`config.mk`:
```
export PLATFORM = sky130hd
export DESIGN_NAME = dxl_line_ctrl
export DESIGN_NICKNAME = d
export VERILOG_FILES = /design/src/hw/dxl_pkg.sv /design/src/hw/dxl_axil.sv /design/src/hw/dxl_fifo.sv /design/src/hw/dxl_line_ctrl.sv
export SDC_FILE = /design/constraint.sdc
export NUM_CORES = 1
export LEC_CHECK = 0
export BUFFER_PORTS_ARGS = -buffer_cell sky130_fd_sc_hd__buf_2
export CORE_ASPECT_RATIO = 1.2
export CORE_MARGIN = 5
export CORE_UTILIZATION = 40
export DETAILED_ROUTE_END_ITERATION = 10
export HOLD_SLACK_MARGIN = 0.15
export PLACE_DENSITY = 0.64
export SLEW_MARGIN = 40
export SYNTH_ARGS = -nofsm -noshare
export SYNTH_HDL_FRONTEND = slang
export SYNTH_SLANG_ARGS = --single-unit
```
`constraint.sdc`:
```
create_clock -name mclk_i -period 3.8 [get_ports mclk_i]
set_input_delay 0 -clock mclk_i [delete_from_list [all_inputs] [get_ports mclk_i]]
set_output_delay 0 -clock mclk_i [all_outputs]
set_load 0.005 [all_outputs]
```
`src/hw/dxl_pkg.sv`:
```
// Functional notes
// - exposure row choice: both rows, upper row only, or lower row only.
// - internal scan origin: direction comes from the stored direction setting.
// - external scan origin: direction follows the level on control input three.
// - gain row choice routes gain to both rows, upper only, or lower only.
// - dark offset is added to every output pixel in digital number units.
// - calibration in dual mode forces one common integration time on both rows.
// - after calibration each row's exposure and gain return to prior values.
// - calibration region of interest uses identical coordinates on both rows.
// - dual mode line is twice as wide: same scene line, two exposures.
// - lower row pixels fill the left half, upper row pixels the right half.
// - one output window applies identically to upper and lower row data; the code always passes the last upper row pixel, even outside the window.
// - dual mode caps line rate by the longer of the two exposures; the code caps only the internal trigger period.
// - trigger origin choice: internal generator or control input one.
// - external trigger origin and trigger action read back, writes ignored.
package dxl_pkg;
  // ----------
  // register byte addresses
  // ----------
  localparam logic [7:0] ADDR_CTRL = 8'h00;
  localparam logic [7:0] ADDR_EXPOSURE = 8'h04;
  localparam logic [7:0] ADDR_GAIN = 8'h08;
  localparam logic [7:0] ADDR_DARK = 8'h0C;
  localparam logic [7:0] ADDR_EXP_UP = 8'h10;
  localparam logic [7:0] ADDR_EXP_LO = 8'h14;
  localparam logic [7:0] ADDR_GAIN_UP = 8'h18;
  localparam logic [7:0] ADDR_GAIN_LO = 8'h1C;
  localparam logic [7:0] ADDR_WINDOW = 8'h20;
  localparam logic [7:0] ADDR_CAL_ROI = 8'h24;
  localparam logic [7:0] ADDR_CAL_TGT = 8'h28;
  localparam logic [7:0] ADDR_PERIOD = 8'h2C;
  localparam logic [7:0] ADDR_TRIG_RO = 8'h30;
  localparam logic [7:0] ADDR_STATUS = 8'h34;
  // ----------
  // control register fields
  // ----------
  localparam int CTRL_EXP_ROW = 0;
  localparam int CTRL_GAIN_ROW = 2;
  localparam int CTRL_DIR_ORIGIN = 4;
  localparam int CTRL_DIR_SETTING = 5;
  localparam int CTRL_TRIG_ORIGIN = 6;
  localparam int CTRL_DUAL = 7;
  localparam int CTRL_CAL = 8;
  localparam int CTRL_ENABLE = 9;
  localparam logic [31:0] CTRL_RESET = 32'h0000_0000;
  // ----------
  // row choices and fixed read-only codes
  // ----------
  typedef enum logic [1:0] {
    ROW_BOTH = 2'b00,
    ROW_UPPER = 2'b01,
    ROW_LOWER = 2'b10
  } dxl_row_t;
  localparam logic [3:0] EXT_TRIGGER_ORIGIN = 4'h1;
  localparam logic [3:0] TRIGGER_ACTION_CHOICE = 4'h2;
  localparam logic [15:0] EXP_RESET = 16'h0064;
  localparam logic [15:0] GAIN_RESET = 16'h0100;
  localparam logic [15:0] PERIOD_RESET = 16'h00C8;
  localparam logic [1:0] RESP_OKAY = 2'b00;
  localparam logic [1:0] RESP_SLVERR = 2'b10;
endpackage

```
`src/hw/dxl_axil.sv`:
```
`timescale 1ns/1ps
`default_nettype none
// axi4-lite slave front end; register storage lives in the parent
module dxl_axil (
  input wire logic mclk_i,
  input wire logic sys_rst_i,
  input wire logic [7:0] s_axi_awaddr,
  input wire logic s_axi_awvalid,
  output logic s_axi_awready,
  input wire logic [31:0] s_axi_wdata,
  input wire logic [3:0] s_axi_wstrb,
  input wire logic s_axi_wvalid,
  output logic s_axi_wready,
  output logic [1:0] s_axi_bresp,
  output logic s_axi_bvalid,
  input wire logic s_axi_bready,
  input wire logic [7:0] s_axi_araddr,
  input wire logic s_axi_arvalid,
  output logic s_axi_arready,
  output logic [31:0] s_axi_rdata,
  output logic [1:0] s_axi_rresp,
  output logic s_axi_rvalid,
  input wire logic s_axi_rready,
  output logic wr_en_o,
  output logic [7:0] wr_addr_o,
  output logic [31:0] wr_data_o,
  output logic [3:0] wr_strb_o,
  input wire logic wr_ok_i,
  output logic [7:0] rd_addr_o,
  input wire logic [31:0] rd_data_i,
  input wire logic rd_ok_i
);
  import dxl_pkg::*;
  logic aw_have_q;
  logic w_have_q;
  assign s_axi_awready = !aw_have_q && !s_axi_bvalid;
  assign s_axi_wready = !w_have_q && !s_axi_bvalid;
  assign s_axi_arready = !s_axi_rvalid;
  assign wr_en_o = aw_have_q && w_have_q;
  assign rd_addr_o = s_axi_araddr;
  always_ff @(posedge mclk_i) begin
    if (sys_rst_i) begin
      aw_have_q <= 1'b0;
      w_have_q <= 1'b0;
      wr_addr_o <= 8'h00;
      wr_data_o <= 32'h0000_0000;
      wr_strb_o <= 4'h0;
    end else begin
      if (s_axi_awvalid && s_axi_awready) begin
        aw_have_q <= 1'b1;
        wr_addr_o <= s_axi_awaddr;
      end
      if (s_axi_wvalid && s_axi_wready) begin
        w_have_q <= 1'b1;
        wr_data_o <= s_axi_wdata;
        wr_strb_o <= s_axi_wstrb;
      end
      if (wr_en_o) begin
        aw_have_q <= 1'b0;
        w_have_q <= 1'b0;
      end
    end
  end
  always_ff @(posedge mclk_i) begin
    if (sys_rst_i) begin
      s_axi_bvalid <= 1'b0;
      s_axi_bresp <= RESP_OKAY;
    end else if (wr_en_o) begin
      s_axi_bvalid <= 1'b1;
      s_axi_bresp <= wr_ok_i ? RESP_OKAY : RESP_SLVERR;
    end else if (s_axi_bready) begin
      s_axi_bvalid <= 1'b0;
    end
  end
  always_ff @(posedge mclk_i) begin
    if (sys_rst_i) begin
      s_axi_rvalid <= 1'b0;
      s_axi_rdata <= 32'h0000_0000;
      s_axi_rresp <= RESP_OKAY;
    end else if (s_axi_arvalid && s_axi_arready) begin
      s_axi_rvalid <= 1'b1;
      s_axi_rdata <= rd_ok_i ? rd_data_i : 32'h0000_0000;
      s_axi_rresp <= rd_ok_i ? RESP_OKAY : RESP_SLVERR;
    end else if (s_axi_rready) begin
      s_axi_rvalid <= 1'b0;
    end
  end
endmodule // dxl_axil
`default_nettype wire

```
`src/hw/dxl_fifo.sv`:
```
`timescale 1ns/1ps
`default_nettype none
module dxl_fifo #(
  parameter int WIDTH = 9,
  parameter int DEPTH = 32
) (
  input wire logic mclk_i,
  input wire logic sys_rst_i,
  input wire logic in_valid_i,
  output logic in_ready_o,
  input wire logic [WIDTH-1:0] in_data_i,
  output logic out_valid_o,
  input wire logic out_ready_i,
  output logic [WIDTH-1:0] out_data_o
);
  localparam int AW = $clog2(DEPTH);
  initial begin
    if (DEPTH < 2 || (1 << AW) != DEPTH) begin
      $error("depth must be a power of two of at least two");
    end
  end
  logic [WIDTH-1:0] mem_q [DEPTH];
  logic [AW:0] wr_q;
  logic [AW:0] rd_q;
  logic full;
  logic empty;
  assign empty = (wr_q == rd_q);
  assign full = (wr_q[AW] != rd_q[AW]) && (wr_q[AW-1:0] == rd_q[AW-1:0]);
  assign in_ready_o = !full;
  assign out_valid_o = !empty;
  assign out_data_o = mem_q[rd_q[AW-1:0]];
  always_ff @(posedge mclk_i) begin
    if (sys_rst_i) begin
      wr_q <= '0;
    end else if (in_valid_i && !full) begin
      wr_q <= wr_q + 1'b1;
    end
  end
  always_ff @(posedge mclk_i) begin
    if (in_valid_i && !full) begin
      mem_q[wr_q[AW-1:0]] <= in_data_i;
    end
  end
  always_ff @(posedge mclk_i) begin
    if (sys_rst_i) begin
      rd_q <= '0;
    end else if (out_ready_i && !empty) begin
      rd_q <= rd_q + 1'b1;
    end
  end
endmodule // dxl_fifo
`default_nettype wire

```
`src/hw/dxl_line_ctrl.sv`:
```
`timescale 1ns/1ps
`default_nettype none
module dxl_line_ctrl #(
  parameter int LINE_PIXELS = 16,
  parameter int PIX_W = 8,
  parameter int FIFO_DEPTH = 32
) (
  input wire logic mclk_i,
  input wire logic sys_rst_i,
  input wire logic [7:0] s_axi_awaddr,
  input wire logic s_axi_awvalid,
  output logic s_axi_awready,
  input wire logic [31:0] s_axi_wdata,
  input wire logic [3:0] s_axi_wstrb,
  input wire logic s_axi_wvalid,
  output logic s_axi_wready,
  output logic [1:0] s_axi_bresp,
  output logic s_axi_bvalid,
  input wire logic s_axi_bready,
  input wire logic [7:0] s_axi_araddr,
  input wire logic s_axi_arvalid,
  output logic s_axi_arready,
  output logic [31:0] s_axi_rdata,
  output logic [1:0] s_axi_rresp,
  output logic s_axi_rvalid,
  input wire logic s_axi_rready,
  input wire logic cam_ctrl1_i,
  input wire logic cam_ctrl3_i,
  input wire logic [PIX_W-1:0] upper_row_pix_i,
  input wire logic [PIX_W-1:0] lower_row_pix_i,
  output logic sensor_read_o,
  output logic line_start_o,
  output logic scan_reverse_o,
  output logic [15:0] upper_row_exp_o,
  output logic [15:0] lower_row_exp_o,
  output logic [15:0] upper_row_gain_o,
  output logic [15:0] lower_row_gain_o,
  output logic pix_valid_o,
  input wire logic pix_ready_i,
  output logic [PIX_W-1:0] pix_data_o,
  output logic pix_last_o
);
  import dxl_pkg::*;
  localparam int CW = $clog2(LINE_PIXELS);
  localparam logic [CW-1:0] LAST_PIX = CW'(LINE_PIXELS - 1);
  initial begin
    if (LINE_PIXELS < 2 || PIX_W > 16 || LINE_PIXELS > 4096) begin
      $error("line width or pixel width out of range");
    end
  end

  // ----------
  // pin synchronisers
  // ----------
  logic [1:0] cc1_sync_q;
  logic [1:0] cc3_sync_q;
  logic cc1_prev_q;
  always_ff @(posedge mclk_i) begin
    if (sys_rst_i) begin
      cc1_sync_q <= 2'b00;
      cc3_sync_q <= 2'b00;
      cc1_prev_q <= 1'b0;
    end else begin
      cc1_sync_q <= {cc1_sync_q[0], cam_ctrl1_i};
      cc3_sync_q <= {cc3_sync_q[0], cam_ctrl3_i};
      cc1_prev_q <= cc1_sync_q[1];
    end
  end

  // ----------
  // registers
  // ----------
  logic [31:0] ctrl_q;
  logic [15:0] exposure_q;
  logic [15:0] gain_q;
  logic [PIX_W-1:0] dark_offset_q;
  logic [15:0] exp_up_q;
  logic [15:0] exp_lo_q;
  logic [15:0] gain_up_q;
  logic [15:0] gain_lo_q;
  logic [31:0] window_q;
  logic [31:0] cal_roi_q;
  logic [7:0] cal_target_q;
  logic [15:0] period_q;
  logic wr_en;
  logic [7:0] wr_addr;
  logic [31:0] wr_data;
  logic [3:0] wr_strb;
  logic [7:0] rd_addr;
  logic [31:0] rd_data;
  logic wr_ok;
  logic rd_ok;
  logic busy_q;
  logic fifo_overflow_q;

  function automatic logic [31:0] merge(input logic [31:0] old,
                                        input logic [31:0] nw,
                                        input logic [3:0] strb);
    logic [31:0] r;
    r = old;
    for (int i = 0; i < 4; i++) begin
      if (strb[i]) begin
        r[8*i +: 8] = nw[8*i +: 8];
      end
    end
    return r;
  endfunction

  function automatic logic known(input logic [7:0] a);
    return a <= ADDR_STATUS && a[1:0] == 2'b00;
  endfunction

  dxl_axil u_axil (
    .mclk_i(mclk_i),
    .sys_rst_i(sys_rst_i),
    .s_axi_awaddr(s_axi_awaddr),
    .s_axi_awvalid(s_axi_awvalid),
    .s_axi_awready(s_axi_awready),
    .s_axi_wdata(s_axi_wdata),
    .s_axi_wstrb(s_axi_wstrb),
    .s_axi_wvalid(s_axi_wvalid),
    .s_axi_wready(s_axi_wready),
    .s_axi_bresp(s_axi_bresp),
    .s_axi_bvalid(s_axi_bvalid),
    .s_axi_bready(s_axi_bready),
    .s_axi_araddr(s_axi_araddr),
    .s_axi_arvalid(s_axi_arvalid),
    .s_axi_arready(s_axi_arready),
    .s_axi_rdata(s_axi_rdata),
    .s_axi_rresp(s_axi_rresp),
    .s_axi_rvalid(s_axi_rvalid),
    .s_axi_rready(s_axi_rready),
    .wr_en_o(wr_en),
    .wr_addr_o(wr_addr),
    .wr_data_o(wr_data),
    .wr_strb_o(wr_strb),
    .wr_ok_i(wr_ok),
    .rd_addr_o(rd_addr),
    .rd_data_i(rd_data),
    .rd_ok_i(rd_ok)
  );

  assign wr_ok = known(wr_addr);
  assign rd_ok = known(rd_addr);

  logic [31:0] wv;
  assign wv = merge(32'h0000_0000, wr_data, wr_strb);

  always_ff @(posedge mclk_i) begin
    if (sys_rst_i) begin
      ctrl_q <= CTRL_RESET;
      exposure_q <= EXP_RESET;
      gain_q <= GAIN_RESET;
      dark_offset_q <= '0;
      window_q <= 32'h0000_0000;
      cal_roi_q <= 32'h0000_0000;
      cal_target_q <= 8'h00;
      period_q <= PERIOD_RESET;
    end else if (wr_en) begin
      case (wr_addr)
        ADDR_CTRL: ctrl_q <= merge(ctrl_q, wr_data, wr_strb);
        ADDR_EXPOSURE: exposure_q <= wr_data[15:0];
        ADDR_GAIN: gain_q <= wr_data[15:0];
        ADDR_DARK: dark_offset_q <= wr_data[PIX_W-1:0];
        ADDR_WINDOW: window_q <= merge(window_q, wr_data, wr_strb);
        ADDR_CAL_ROI: cal_roi_q <= merge(cal_roi_q, wr_data, wr_strb);
        ADDR_CAL_TGT: cal_target_q <= wr_data[7:0];
        ADDR_PERIOD: period_q <= wr_data[15:0];
        // external trigger origin and trigger action are fixed: writes fall through
        // read-only trigger codes
        default: ;
      endcase
    end
  end

  logic [1:0] exp_row;
  logic [1:0] gain_row;
  assign exp_row = ctrl_q[CTRL_EXP_ROW +: 2];
  assign gain_row = ctrl_q[CTRL_GAIN_ROW +: 2];

  // ----------
  // per-row exposure and gain
  // ----------
  // writing the shared value spreads it by the row choice
  always_ff @(posedge mclk_i) begin
    if (sys_rst_i) begin
      exp_up_q <= EXP_RESET;
      exp_lo_q <= EXP_RESET;
    end else if (wr_en && wr_addr == ADDR_EXPOSURE) begin
      if (exp_row != ROW_LOWER) exp_up_q <= wv[15:0];
      if (exp_row != ROW_UPPER) exp_lo_q <= wv[15:0];
    end else if (wr_en && wr_addr == ADDR_EXP_UP) begin
      exp_up_q <= wv[15:0];
    end else if (wr_en && wr_addr == ADDR_EXP_LO) begin
      exp_lo_q <= wv[15:0];
    end
  end

  always_ff @(posedge mclk_i) begin
    if (sys_rst_i) begin
      gain_up_q <= GAIN_RESET;
      gain_lo_q <= GAIN_RESET;
    end else if (wr_en && wr_addr == ADDR_GAIN) begin
      if (gain_row != ROW_LOWER) gain_up_q <= wv[15:0];
      if (gain_row != ROW_UPPER) gain_lo_q <= wv[15:0];
    end else if (wr_en && wr_addr == ADDR_GAIN_UP) begin
      gain_up_q <= wv[15:0];
    end else if (wr_en && wr_addr == ADDR_GAIN_LO) begin
      gain_lo_q <= wv[15:0];
    end
  end

  logic dual;
  logic cal;
  assign dual = ctrl_q[CTRL_DUAL];
  assign cal = ctrl_q[CTRL_CAL] && dual;

  // calibration itself never overwrites the stored row values, so clearing
  // the calibrate bit brings every row back to its own settings
  // common calibration exposure and gain
  assign upper_row_exp_o = cal ? exposure_q : exp_up_q;
  assign lower_row_exp_o = cal ? exposure_q : exp_lo_q;
  assign upper_row_gain_o = cal ? gain_q : gain_up_q;
  assign lower_row_gain_o = cal ? gain_q : gain_lo_q;

  // ----------
  // scan direction and trigger origin
  // ----------
  always_ff @(posedge mclk_i) begin
    if (sys_rst_i) begin
      scan_reverse_o <= 1'b0;
    end else if (ctrl_q[CTRL_DIR_ORIGIN]) begin
      scan_reverse_o <= cc3_sync_q[1];
    end else begin
      scan_reverse_o <= ctrl_q[CTRL_DIR_SETTING];
    end
  end

  logic [15:0] longest_exp;
  logic [15:0] period_eff;
  logic [15:0] period_cnt_q;
  logic int_trig;
  logic ext_trig;
  logic trigger;
  assign longest_exp = (exp_up_q > exp_lo_q) ? exp_up_q : exp_lo_q;
  assign period_eff = (dual && longest_exp > period_q) ? longest_exp
                                                        : period_q;
  assign int_trig = (period_cnt_q == 16'h0000);
  assign ext_trig = cc1_sync_q[1] && !cc1_prev_q;
  assign trigger = ctrl_q[CTRL_ENABLE] &&
                   (ctrl_q[CTRL_TRIG_ORIGIN] ? ext_trig : int_trig);

  always_ff @(posedge mclk_i) begin
    if (sys_rst_i || !ctrl_q[CTRL_ENABLE]) begin
      period_cnt_q <= PERIOD_RESET;
    end else if (int_trig) begin
      period_cnt_q <= period_eff;
    end else begin
      period_cnt_q <= period_cnt_q - 16'h0001;
    end
  end

  // ----------
  // line readout: lower half then upper half in dual mode
  // ----------
  typedef enum logic [1:0] {
    RD_IDLE = 2'b00,
    RD_LOWER = 2'b01,
    RD_UPPER = 2'b10
  } dxl_rd_t;
  dxl_rd_t rd_state_q;
  logic [CW-1:0] pix_cnt_q;
  logic fifo_ready;
  logic [15:0] win_start;
  logic [15:0] win_end;
  logic in_window;
  logic take;
  assign win_start = window_q[15:0];
  assign win_end = window_q[31:16];
  assign in_window = (win_end == 16'h0000) ||
                     ({4'h0, 12'(pix_cnt_q)} >= win_start &&
                      {4'h0, 12'(pix_cnt_q)} <= win_end);
  assign take = (rd_state_q != RD_IDLE) && fifo_ready;
  assign sensor_read_o = take;
  assign busy_q = (rd_state_q != RD_IDLE);

  always_ff @(posedge mclk_i) begin
    if (sys_rst_i) begin
      rd_state_q <= RD_IDLE;
      pix_cnt_q <= '0;
      line_start_o <= 1'b0;
      fifo_overflow_q <= 1'b0;
    end else begin
      line_start_o <= 1'b0;
      case (rd_state_q)
        RD_IDLE: begin
          if (trigger) begin
            rd_state_q <= dual ? RD_LOWER : RD_UPPER;
            pix_cnt_q <= '0;
            line_start_o <= 1'b1;
          end
        end
        RD_LOWER, RD_UPPER: begin
          if (trigger) fifo_overflow_q <= 1'b1;
          if (take) begin
            pix_cnt_q <= pix_cnt_q + 1'b1;
            if (pix_cnt_q == LAST_PIX) begin
              pix_cnt_q <= '0;
              rd_state_q <= (rd_state_q == RD_LOWER) ? RD_UPPER : RD_IDLE;
            end
          end
        end
        default: rd_state_q <= RD_IDLE;
      endcase
    end
  end

  logic [PIX_W-1:0] raw_pix;
  logic [PIX_W:0] sum;
  logic [PIX_W-1:0] out_pix;
  logic last;
  assign raw_pix = (rd_state_q == RD_LOWER) ? lower_row_pix_i
                                            : upper_row_pix_i;
  assign sum = {1'b0, raw_pix} + {1'b0, dark_offset_q};
  assign out_pix = sum[PIX_W] ? {PIX_W{1'b1}} : sum[PIX_W-1:0];
  assign last = (rd_state_q == RD_UPPER) && (pix_cnt_q == LAST_PIX);

  // one calibration roi for both rows, read back by software
  dxl_fifo #(
    .WIDTH(PIX_W + 1),
    .DEPTH(FIFO_DEPTH)
  ) u_fifo (
    .mclk_i(mclk_i),
    .sys_rst_i(sys_rst_i),
    .in_valid_i(take && (in_window || last)),
    .in_ready_o(fifo_ready),
    .in_data_i({last, out_pix}),
    .out_valid_o(pix_valid_o),
    .out_ready_i(pix_ready_i),
    .out_data_o({pix_last_o, pix_data_o})
  );

  always_comb begin
    case (rd_addr)
      ADDR_CTRL: rd_data = ctrl_q;
      ADDR_EXPOSURE: rd_data = {16'h0000, exposure_q};
      ADDR_GAIN: rd_data = {16'h0000, gain_q};
      ADDR_DARK: rd_data = 32'(dark_offset_q);
      ADDR_EXP_UP: rd_data = {16'h0000, exp_up_q};
      ADDR_EXP_LO: rd_data = {16'h0000, exp_lo_q};
      ADDR_GAIN_UP: rd_data = {16'h0000, gain_up_q};
      ADDR_GAIN_LO: rd_data = {16'h0000, gain_lo_q};
      ADDR_WINDOW: rd_data = window_q;
      ADDR_CAL_ROI: rd_data = cal_roi_q;
      ADDR_CAL_TGT: rd_data = {24'h000000, cal_target_q};
      ADDR_PERIOD: rd_data = {16'h0000, period_q};
      ADDR_TRIG_RO: rd_data = {24'h000000, TRIGGER_ACTION_CHOICE,
                               EXT_TRIGGER_ORIGIN};
      ADDR_STATUS: rd_data = {28'h0000000, fifo_overflow_q, cal,
                              scan_reverse_o, busy_q};
      default: rd_data = 32'h0000_0000;
    endcase
  end
endmodule // dxl_line_ctrl
`default_nettype wire

```
==> impl_results.md, run 1 <==
- Antenna Violating Nets Remaining: 0
- Initial Util: 0.403
- DRT iter0 DRCs: 2133
- Critical path arrival: 4.50 ns
- Placed insts: 3678
- Seq cells post-synth: 641
- Min-delay worst type: primary input to flip-flop
- Post-synth EDFFs: 288
- Area leader, netlist: edfxtp_1
- Total wire length: 91700 µm
- Max Clock Skew: 0.0536 ns
- Critical Path Sink Type: flip-flop
- Core region area: 70800 µm²
- Synth-to-layout area growth: 26.0%
- Critical path fanouts, max: 7
- DPL Wire Length: 62500 µm
- Core Rows: 107
- Maximum clock frequency: 248 MHz
- Synth Instances: 2564
- Crit path buf inv count: 4
- Failing checks: setup timing
- Sequential cell area fraction in the yosys report: 0.551
- Final nets: 3136
- Mapped Area: 28500 µm²
- Worst reg2reg path depth: 17
- Critical Path Sink: period_cnt_q[14]
- Worst r2r src: exp_up_q[14]
- Run status: complete, but fails checks
- Commonest non-fill, non-tap cell in the layout: nand2_1
- P_leak: 14.3 nW
- Synth async-reset ratio: 0
- DR vias: 22400
- Yosys warns: 0
- Vias in the first global route: 22600
- Grt total ovfl: 0
- Critical Path RT: 4.26 ns
- Crit start category: flip-flop
- Max VDD drop: 0.335 mV
- Finished Layout Cells: 3980
- Num ports: 196
- WHS: 0.215 ns
- Initial antenna violation count: 1
- CTS tree: done
- Max capacitance violation total: 0
- DR pass1 iterations: 6
- Final WS setup: -0.235 ns
- Synth Area per Inst: 11.1 µm²
- DRC Markers: 0
- Setup slack, reg-to-reg: -0.23 ns
- Share of layout cells above drive strength 1: 0.232
- Final min period: 4.03 ns
- IO Port Bufs: 193
- Final TNS setup: -3.20 ns
- Via/cell ratio: 5.63
- Clock Sinks: 641
- Clock latency on the worst-skew pair: 0.62 ns
- First-pass GRT wire length: 138000 µm
- Max Slew Vio Count: 0
- Unrepaired setup endpoints after global routing: yes
- WP depth: 17
- Cts bufs inserted: 69
- RD Place Congestion: 0.962
- Worst-path cell chain: ha_4 -> nand4_1 -> buf_4 -> nor2_1 -> nor4_4 -> a31oi_4 -> buf_12 -> buf_12 -> mux2_4 -> ha_4 -> nand4_1 -> nor4_4 -> a21boi_4 -> o31ai_4 -> buf_6 -> and3_4 -> a211o_1
- Critical Path Start: exp_up_q[14]
- Htree depth: 3
- Die area: 76800 µm²
- DR WL/cell: 23.0 µm
- Clk root buf: clkbuf_16
- Leading post-synthesis cells by cell area: edfxtp_1 (30%), dfxtp_1 (25%), mux4_2 (7.3%)
- Final setup fails: 16
- Critical path class: flip-flop to flip-flop
- Commonest cells after routing, fill and taps aside: nand2_1 (354), dfxtp_1 (345), edfxtp_1 (288)
- Synth top area share: 0.303
- Chip Width: 254 µm
- Die H: 303 µm
- Fin util: 0.508
- Yosys cell types: 82
- Worst-path clk slew: 0.06 ns
- DP Area: 31300 µm²
- Final Hold Viols: 0
- Max clock buf depth: 3
- GRT Util Overall: 0.233
- Top delay family on crit path: simple AND/OR/NAND/NOR gates
- Design area: 36000 µm²
- Slowest CP cell: dfxtp_1
- Tcrit/Tclk final: 1.06
- Power density cells: 437 nW/µm²
- Synth Flop Type: dfxtp_1
- Reg-to-reg endpoint: period_cnt_q[14]
- Worst path max stage delay: 0.40 ns
- Slew at the pin closest to its max-slew limit: 0.910 ns
- Rel. slew slack: 0.394
- Largest net degree at the start of global routing: 179
==> flip-flops by register name (all words and copies together), names as in the netlist, 32 cells and up, named ones only <==
name,flops
u_axil.wr_data_o,32
window_q,32
ctrl_q,32
u_fifo.mem_q,288
cal_roi_q,32
u_axil.s_axi_rdata,32
==> where the power goes <==
part           internal (mW)  total, mW  switching [mW]
combinational          0.622       1.24           0.619
clock                   4.19       7.06            2.87
sequential              7.26       7.40           0.143
==> per-stage QoR <==
step | setup WS (ns) | total power [mW]
after global routing | -0.417 | 16.2
after CTS | -0.257 | 15.8
after detailed placement | -0.328 | 8.63
after floorplan | 0.00186 | 8.22
final | -0.235 | 15.7
after global placement | -0.203 | 8.60
==> synthesized netlist by cell type (5+ instances only) <==
cell type and count:
and2_1 28, a21o_1 7, edfxtp_1 288, dfxtp_1 353, mux2i_1 200, nor2b_1 18
mux4_2 93, xnor2_1 12, o21ai_1 22, a21oi_1 172, nand2_1 357, o22ai_1 19
mux2_2 31, ha_1 59, nor2_2 5, o21ai_0 33, nand3_1 60, mux2_1 6
or4_1 6, a211o_1 16, a22o_1 9, a31oi_1 11, nand2b_1 13, nand3b_1 8
clkbuf_1 113, nor3b_1 5, and3_1 9, inv_1 64, a211oi_1 6, nor4_1 17
nor2_1 296, xor2_1 15, buf_2 20, buf_4 7, buf_1 9, a32oi_1 11
a22oi_1 54, nor3_1 27, nand4_1 9
==> repair_timing <==
item / in CTS / in global routing
pin swaps: 24 / 20
hold buffers: 151 / 3
endpoints found under the hold margin: 147 / 2
resized for setup: 68 / 27
setup endpoints to repair: 16 / 106
buffers inserted: 15 / 6
gates cloned: 1 / 0
==> worst min-delay path by stage <==
| stage | startpoint | to | slack, ns | depth (start not counted) |
|---|---|---|---|---|
| after global placement | cam_ctrl3_i | cc3_sync_q[0] | 0.23 | 2 |
| after floorplan | cam_ctrl1_i | cc1_sync_q[0] | 0.13 | 1 |
| after detailed placement | cam_ctrl3_i | cc3_sync_q[0] | 0.23 | 2 |
| after CTS | lower_row_pix_i[6] | u_fifo.mem_q[4][7] | 0.17 | 5 |
| after global routing | s_axi_bready | u_axil.s_axi_bvalid | 0.27 | 4 |
| final | s_axi_bready | u_axil.s_axi_bvalid | 0.22 | 4 |
==> logic make-up (layout without fill, tap and decap cells) <==
family / Yosys count / count (layout) / share of synthesized area
mux: 330 / 330 / 0.158
other cells: 1 / 3 / 0.000131
buf+inv: 216 / 704 / 0.0309
xor+xnor: 27 / 27 / 0.00829
compound gates: 396 / 396 / 0.0862
simple gates: 893 / 893 / 0.139
fa+ha+maj: 60 / 60 / 0.0266
flops: 641 / 641 / 0.551
==> tightest hold or removal path, cell delays in order <==
cell	delay, ns
dlygate4sd3_1	0.52
buf_2	0.09
nand2b_1	0.09
a21oi_1	0.07
==> area by class of cell <==
cell class,count,area (µm²)
antenna,1,2.50
sequential,641,15700
fill,6116,34800
clock inverter,34,439
timing repair buffer,514,3890
inverter,64,240
tap,926,1160
multi-input combinational,1708,12500
clock buffer,92,1980
==> layer usage <==
metal	part of all wire	track usage	vias to the layer above	routed length, µm
met5	0	0	-	0
met4	0.041	0.0863	0	3760
met3	0.071	0.0362	224	6500
met2	0.50	0.404	970	45500
met1	0.39	0.296	11000	36000
li1	-	-	10200	-
Note: power is estimated with default switching activity, not from simulation.
==> run 2: changes to the inputs <==
--- a/config.mk
+++ b/config.mk
@@ -12,6 +12,7 @@
 export DETAILED_ROUTE_END_ITERATION = 10
 export HOLD_SLACK_MARGIN = 0.15
 export PLACE_DENSITY = 0.64
+export SKIP_CTS_REPAIR_TIMING = 1
 export SLEW_MARGIN = 40
 export SYNTH_ARGS = -nofsm -noshare
 export SYNTH_HDL_FRONTEND = slang
==> run 2 against run 1 <==
The run still ends with setup timing left. Die area unchanged. Final cell count down 0.98%. Critical endpoint is now period_cnt_q[8]. Global-route usage down 0.71 points. Critical path type unchanged.
==> impl_results.md, run 2 (synthesis gave the netlist of run 1 again) <==
- Final WS setup: -0.298 ns (-0.0637 ns)
- Slowest CP cell: or4_4
- Core Rows: 107 (unchanged)
- Failing checks: setup timing
- Total wire length: 91000 µm (-0.78%)
- Max capacitance violation total: 0 (unchanged)
- Die area: 76800 µm² (unchanged)
- Clock latency on the worst-skew pair: 0.62 ns (about the same)
- Final TNS setup: -4.06 ns (-0.854 ns)
- Final min period: 4.10 ns (+0.0637 ns)
- CTS tree: done
- Clock Sinks: 641 (unchanged)
- DR WL/cell: 23.1 µm (+0.20%)
- Worst path max stage delay: 0.59 ns (+0.19 ns)
- Largest register FFs: 288 (unchanged)
- Unrepaired setup endpoints after global routing: yes
- Critical path fanouts, max: 7 (unchanged)
- Via/cell ratio: 5.66 (+0.56%)
- Top delay family on crit path: simple AND/OR/NAND/NOR gates
- Antenna Violating Nets Remaining: 0 (unchanged)
- WHS: 0.141 ns (-0.0742 ns)
- Htree depth: 3 (unchanged)
- Critical Path RT: 4.25 ns (about the same)
- Placed insts: 3678 (unchanged)
- Crit start category: flip-flop
- Num ports: 196 (unchanged)
- Max Slew Vio Count: 0 (unchanged)
- Tcrit/Tclk final: 1.08 (+0.0168)
- Clk root buf: clkbuf_16
- Largest net degree at the start of global routing: 179 (unchanged)
- DR pass1 iterations: 6 (unchanged)
- Initial antenna violation count: 0 (-1)
- GRT Util Overall: 0.226 (-0.00707)
- Commonest cells after routing, fill and taps aside: nand2_1 (357), dfxtp_1 (346), edfxtp_1 (288)
- IO Port Bufs: 193 (unchanged)
- Crit path buf inv count: 4 (unchanged)
- Finished Layout Cells: 3941 (-0.98%)
- Max clock buf depth: 3 (unchanged)
- DR vias: 22300 (-0.43%)
- DPL Wire Length: 62500 µm (unchanged)
- Core region area: 70800 µm² (unchanged)
- Share of layout cells above drive strength 1: 0.227 (-0.00503)
- Synth-to-layout area growth: 24.4%
- FILL cells: 6168 (+0.85%)
- P_leak: 14.2 nW (-0.98%)
- Run status: complete, but fails checks
- Die H: 303 µm (unchanged)
- Final Hold Viols: 0 (unchanged)
- Worst-path cell chain: inv_2 -> ha_4 -> nand4_1 -> or4_4 -> a31oi_4 -> buf_12 -> mux2i_4 -> inv_1 -> ha_1 -> nand4_1 -> nor2_1 -> a221o_1 -> o31ai_4 -> buf_6 -> nand2b_4 -> o221ai_1
- Rel. slew slack: 0.411 (+0.0175)
- Vias in the first global route: 21500 (-5.0%)
- Power density cells: 441 nW/µm² (+1.0%)
- Chip Width: 254 µm (unchanged)
- Worst-path clk slew: 0.07 ns (about the same)
- Maximum clock frequency: 244 MHz (-1.6%)
- Grt total ovfl: 0 (unchanged)
- DRT iter0 DRCs: 2223 (+4.2%)
- Ant diodes: 0 (-1)
- CP dominant cell by count: nand4_1
- Cts bufs inserted: 69 (unchanged)
- Max VDD drop: 0.337 mV (+0.36%)
- Critical Path Sink Type: flip-flop
- Final setup fails: 16 (unchanged)
- Final nets: 3098 (-1.2%)
- Commonest non-fill, non-tap cell in the layout: nand2_1
- Min-delay worst type: primary input to flip-flop
- Critical path arrival: 4.55 ns (+0.05 ns)
- First-pass GRT wire length: 133000 µm (-3.2%)
- Slew at the pin closest to its max-slew limit: 0.881 ns (-0.0287 ns)
- Critical path class: flip-flop to flip-flop
- DRC Markers: 0 (unchanged)
- RD Place Congestion: 0.962 (unchanged)
- Initial Util: 0.403 (unchanged)
- Max Clock Skew: 0.0517 ns (-0.00189 ns)
[run 2: changes by cell type in the layout (fill, tap and decap cells not counted), sizes merged]
| cell | previous run | this run |
|---|---|---|
| dlygate4sd3 | 154 | 125 |
| buf | 360 | 350 |
| diode | 1 | 0 |
| clkbuf | 92 | 93 |
[run 2: metrics by stage]
stage	area, µm²	util	power, mW	setup WS, ns
global placement	31200	0.441	8.60	-0.203
floorplan	28600	-	8.22	0.00186
detailed placement	31300	0.442	8.63	-0.328
CTS	33700	0.477	15.6	-0.378
global route	35500	0.501	16.2	-0.434
finish	35500	0.501	15.7	-0.298
[run 2: power by group]
group / leakage (nW) / total (mW) / internal [mW] / switching [mW]
Clock: 1.17 / 7.05 / 4.19 / 2.86
Combinational: 7.58 / 1.20 / 0.593 / 0.612
Sequential: 5.44 / 7.40 / 7.26 / 0.142
[run 2: layout make-up]
type | count | area, µm² | share of cell area
Sequential cell | 641 | 15700 | 0.443
Multi-Input combinational cell | 1708 | 12400 | 0.350
Timing Repair Buffer | 476 | 3520 | 0.0992
Clock buffer | 92 | 1980 | 0.0556
Tap cell | 926 | 1160 | 0.0326
Clock inverter | 34 | 439 | 0.0124
Inverter | 64 | 240 | 0.00677
[run 2: tightest hold or removal path: stages]
cell	delay, ns
dlygate4sd3_1	0.52
buf_2	0.09
nor2b_1	0.10
[run 2: path summary, 6_finish.rpt]
path | startpoint | end | slack [ns] | cells past startpoint
max reg2reg | exp_lo_q[15] | period_cnt_q[8] | -0.30 | 16
max | exp_lo_q[15] | period_cnt_q[8] | -0.30 | 16
min | cam_ctrl3_i | cc3_sync_q[0] | 0.14 | 3
min reg2reg | u_axil.s_axi_rdata[8] | u_axil.s_axi_rdata[8] | 0.44 | 2
[run 2: per-layer routing]
metal  vias to the layer above  GRT usage  share of wire
li1                      10100          -              -
met1                     11000      0.291           0.40
met4                         0     0.0733          0.035
met5                         -          0              0
met2                      1003      0.390           0.50
met3                       199     0.0370          0.072
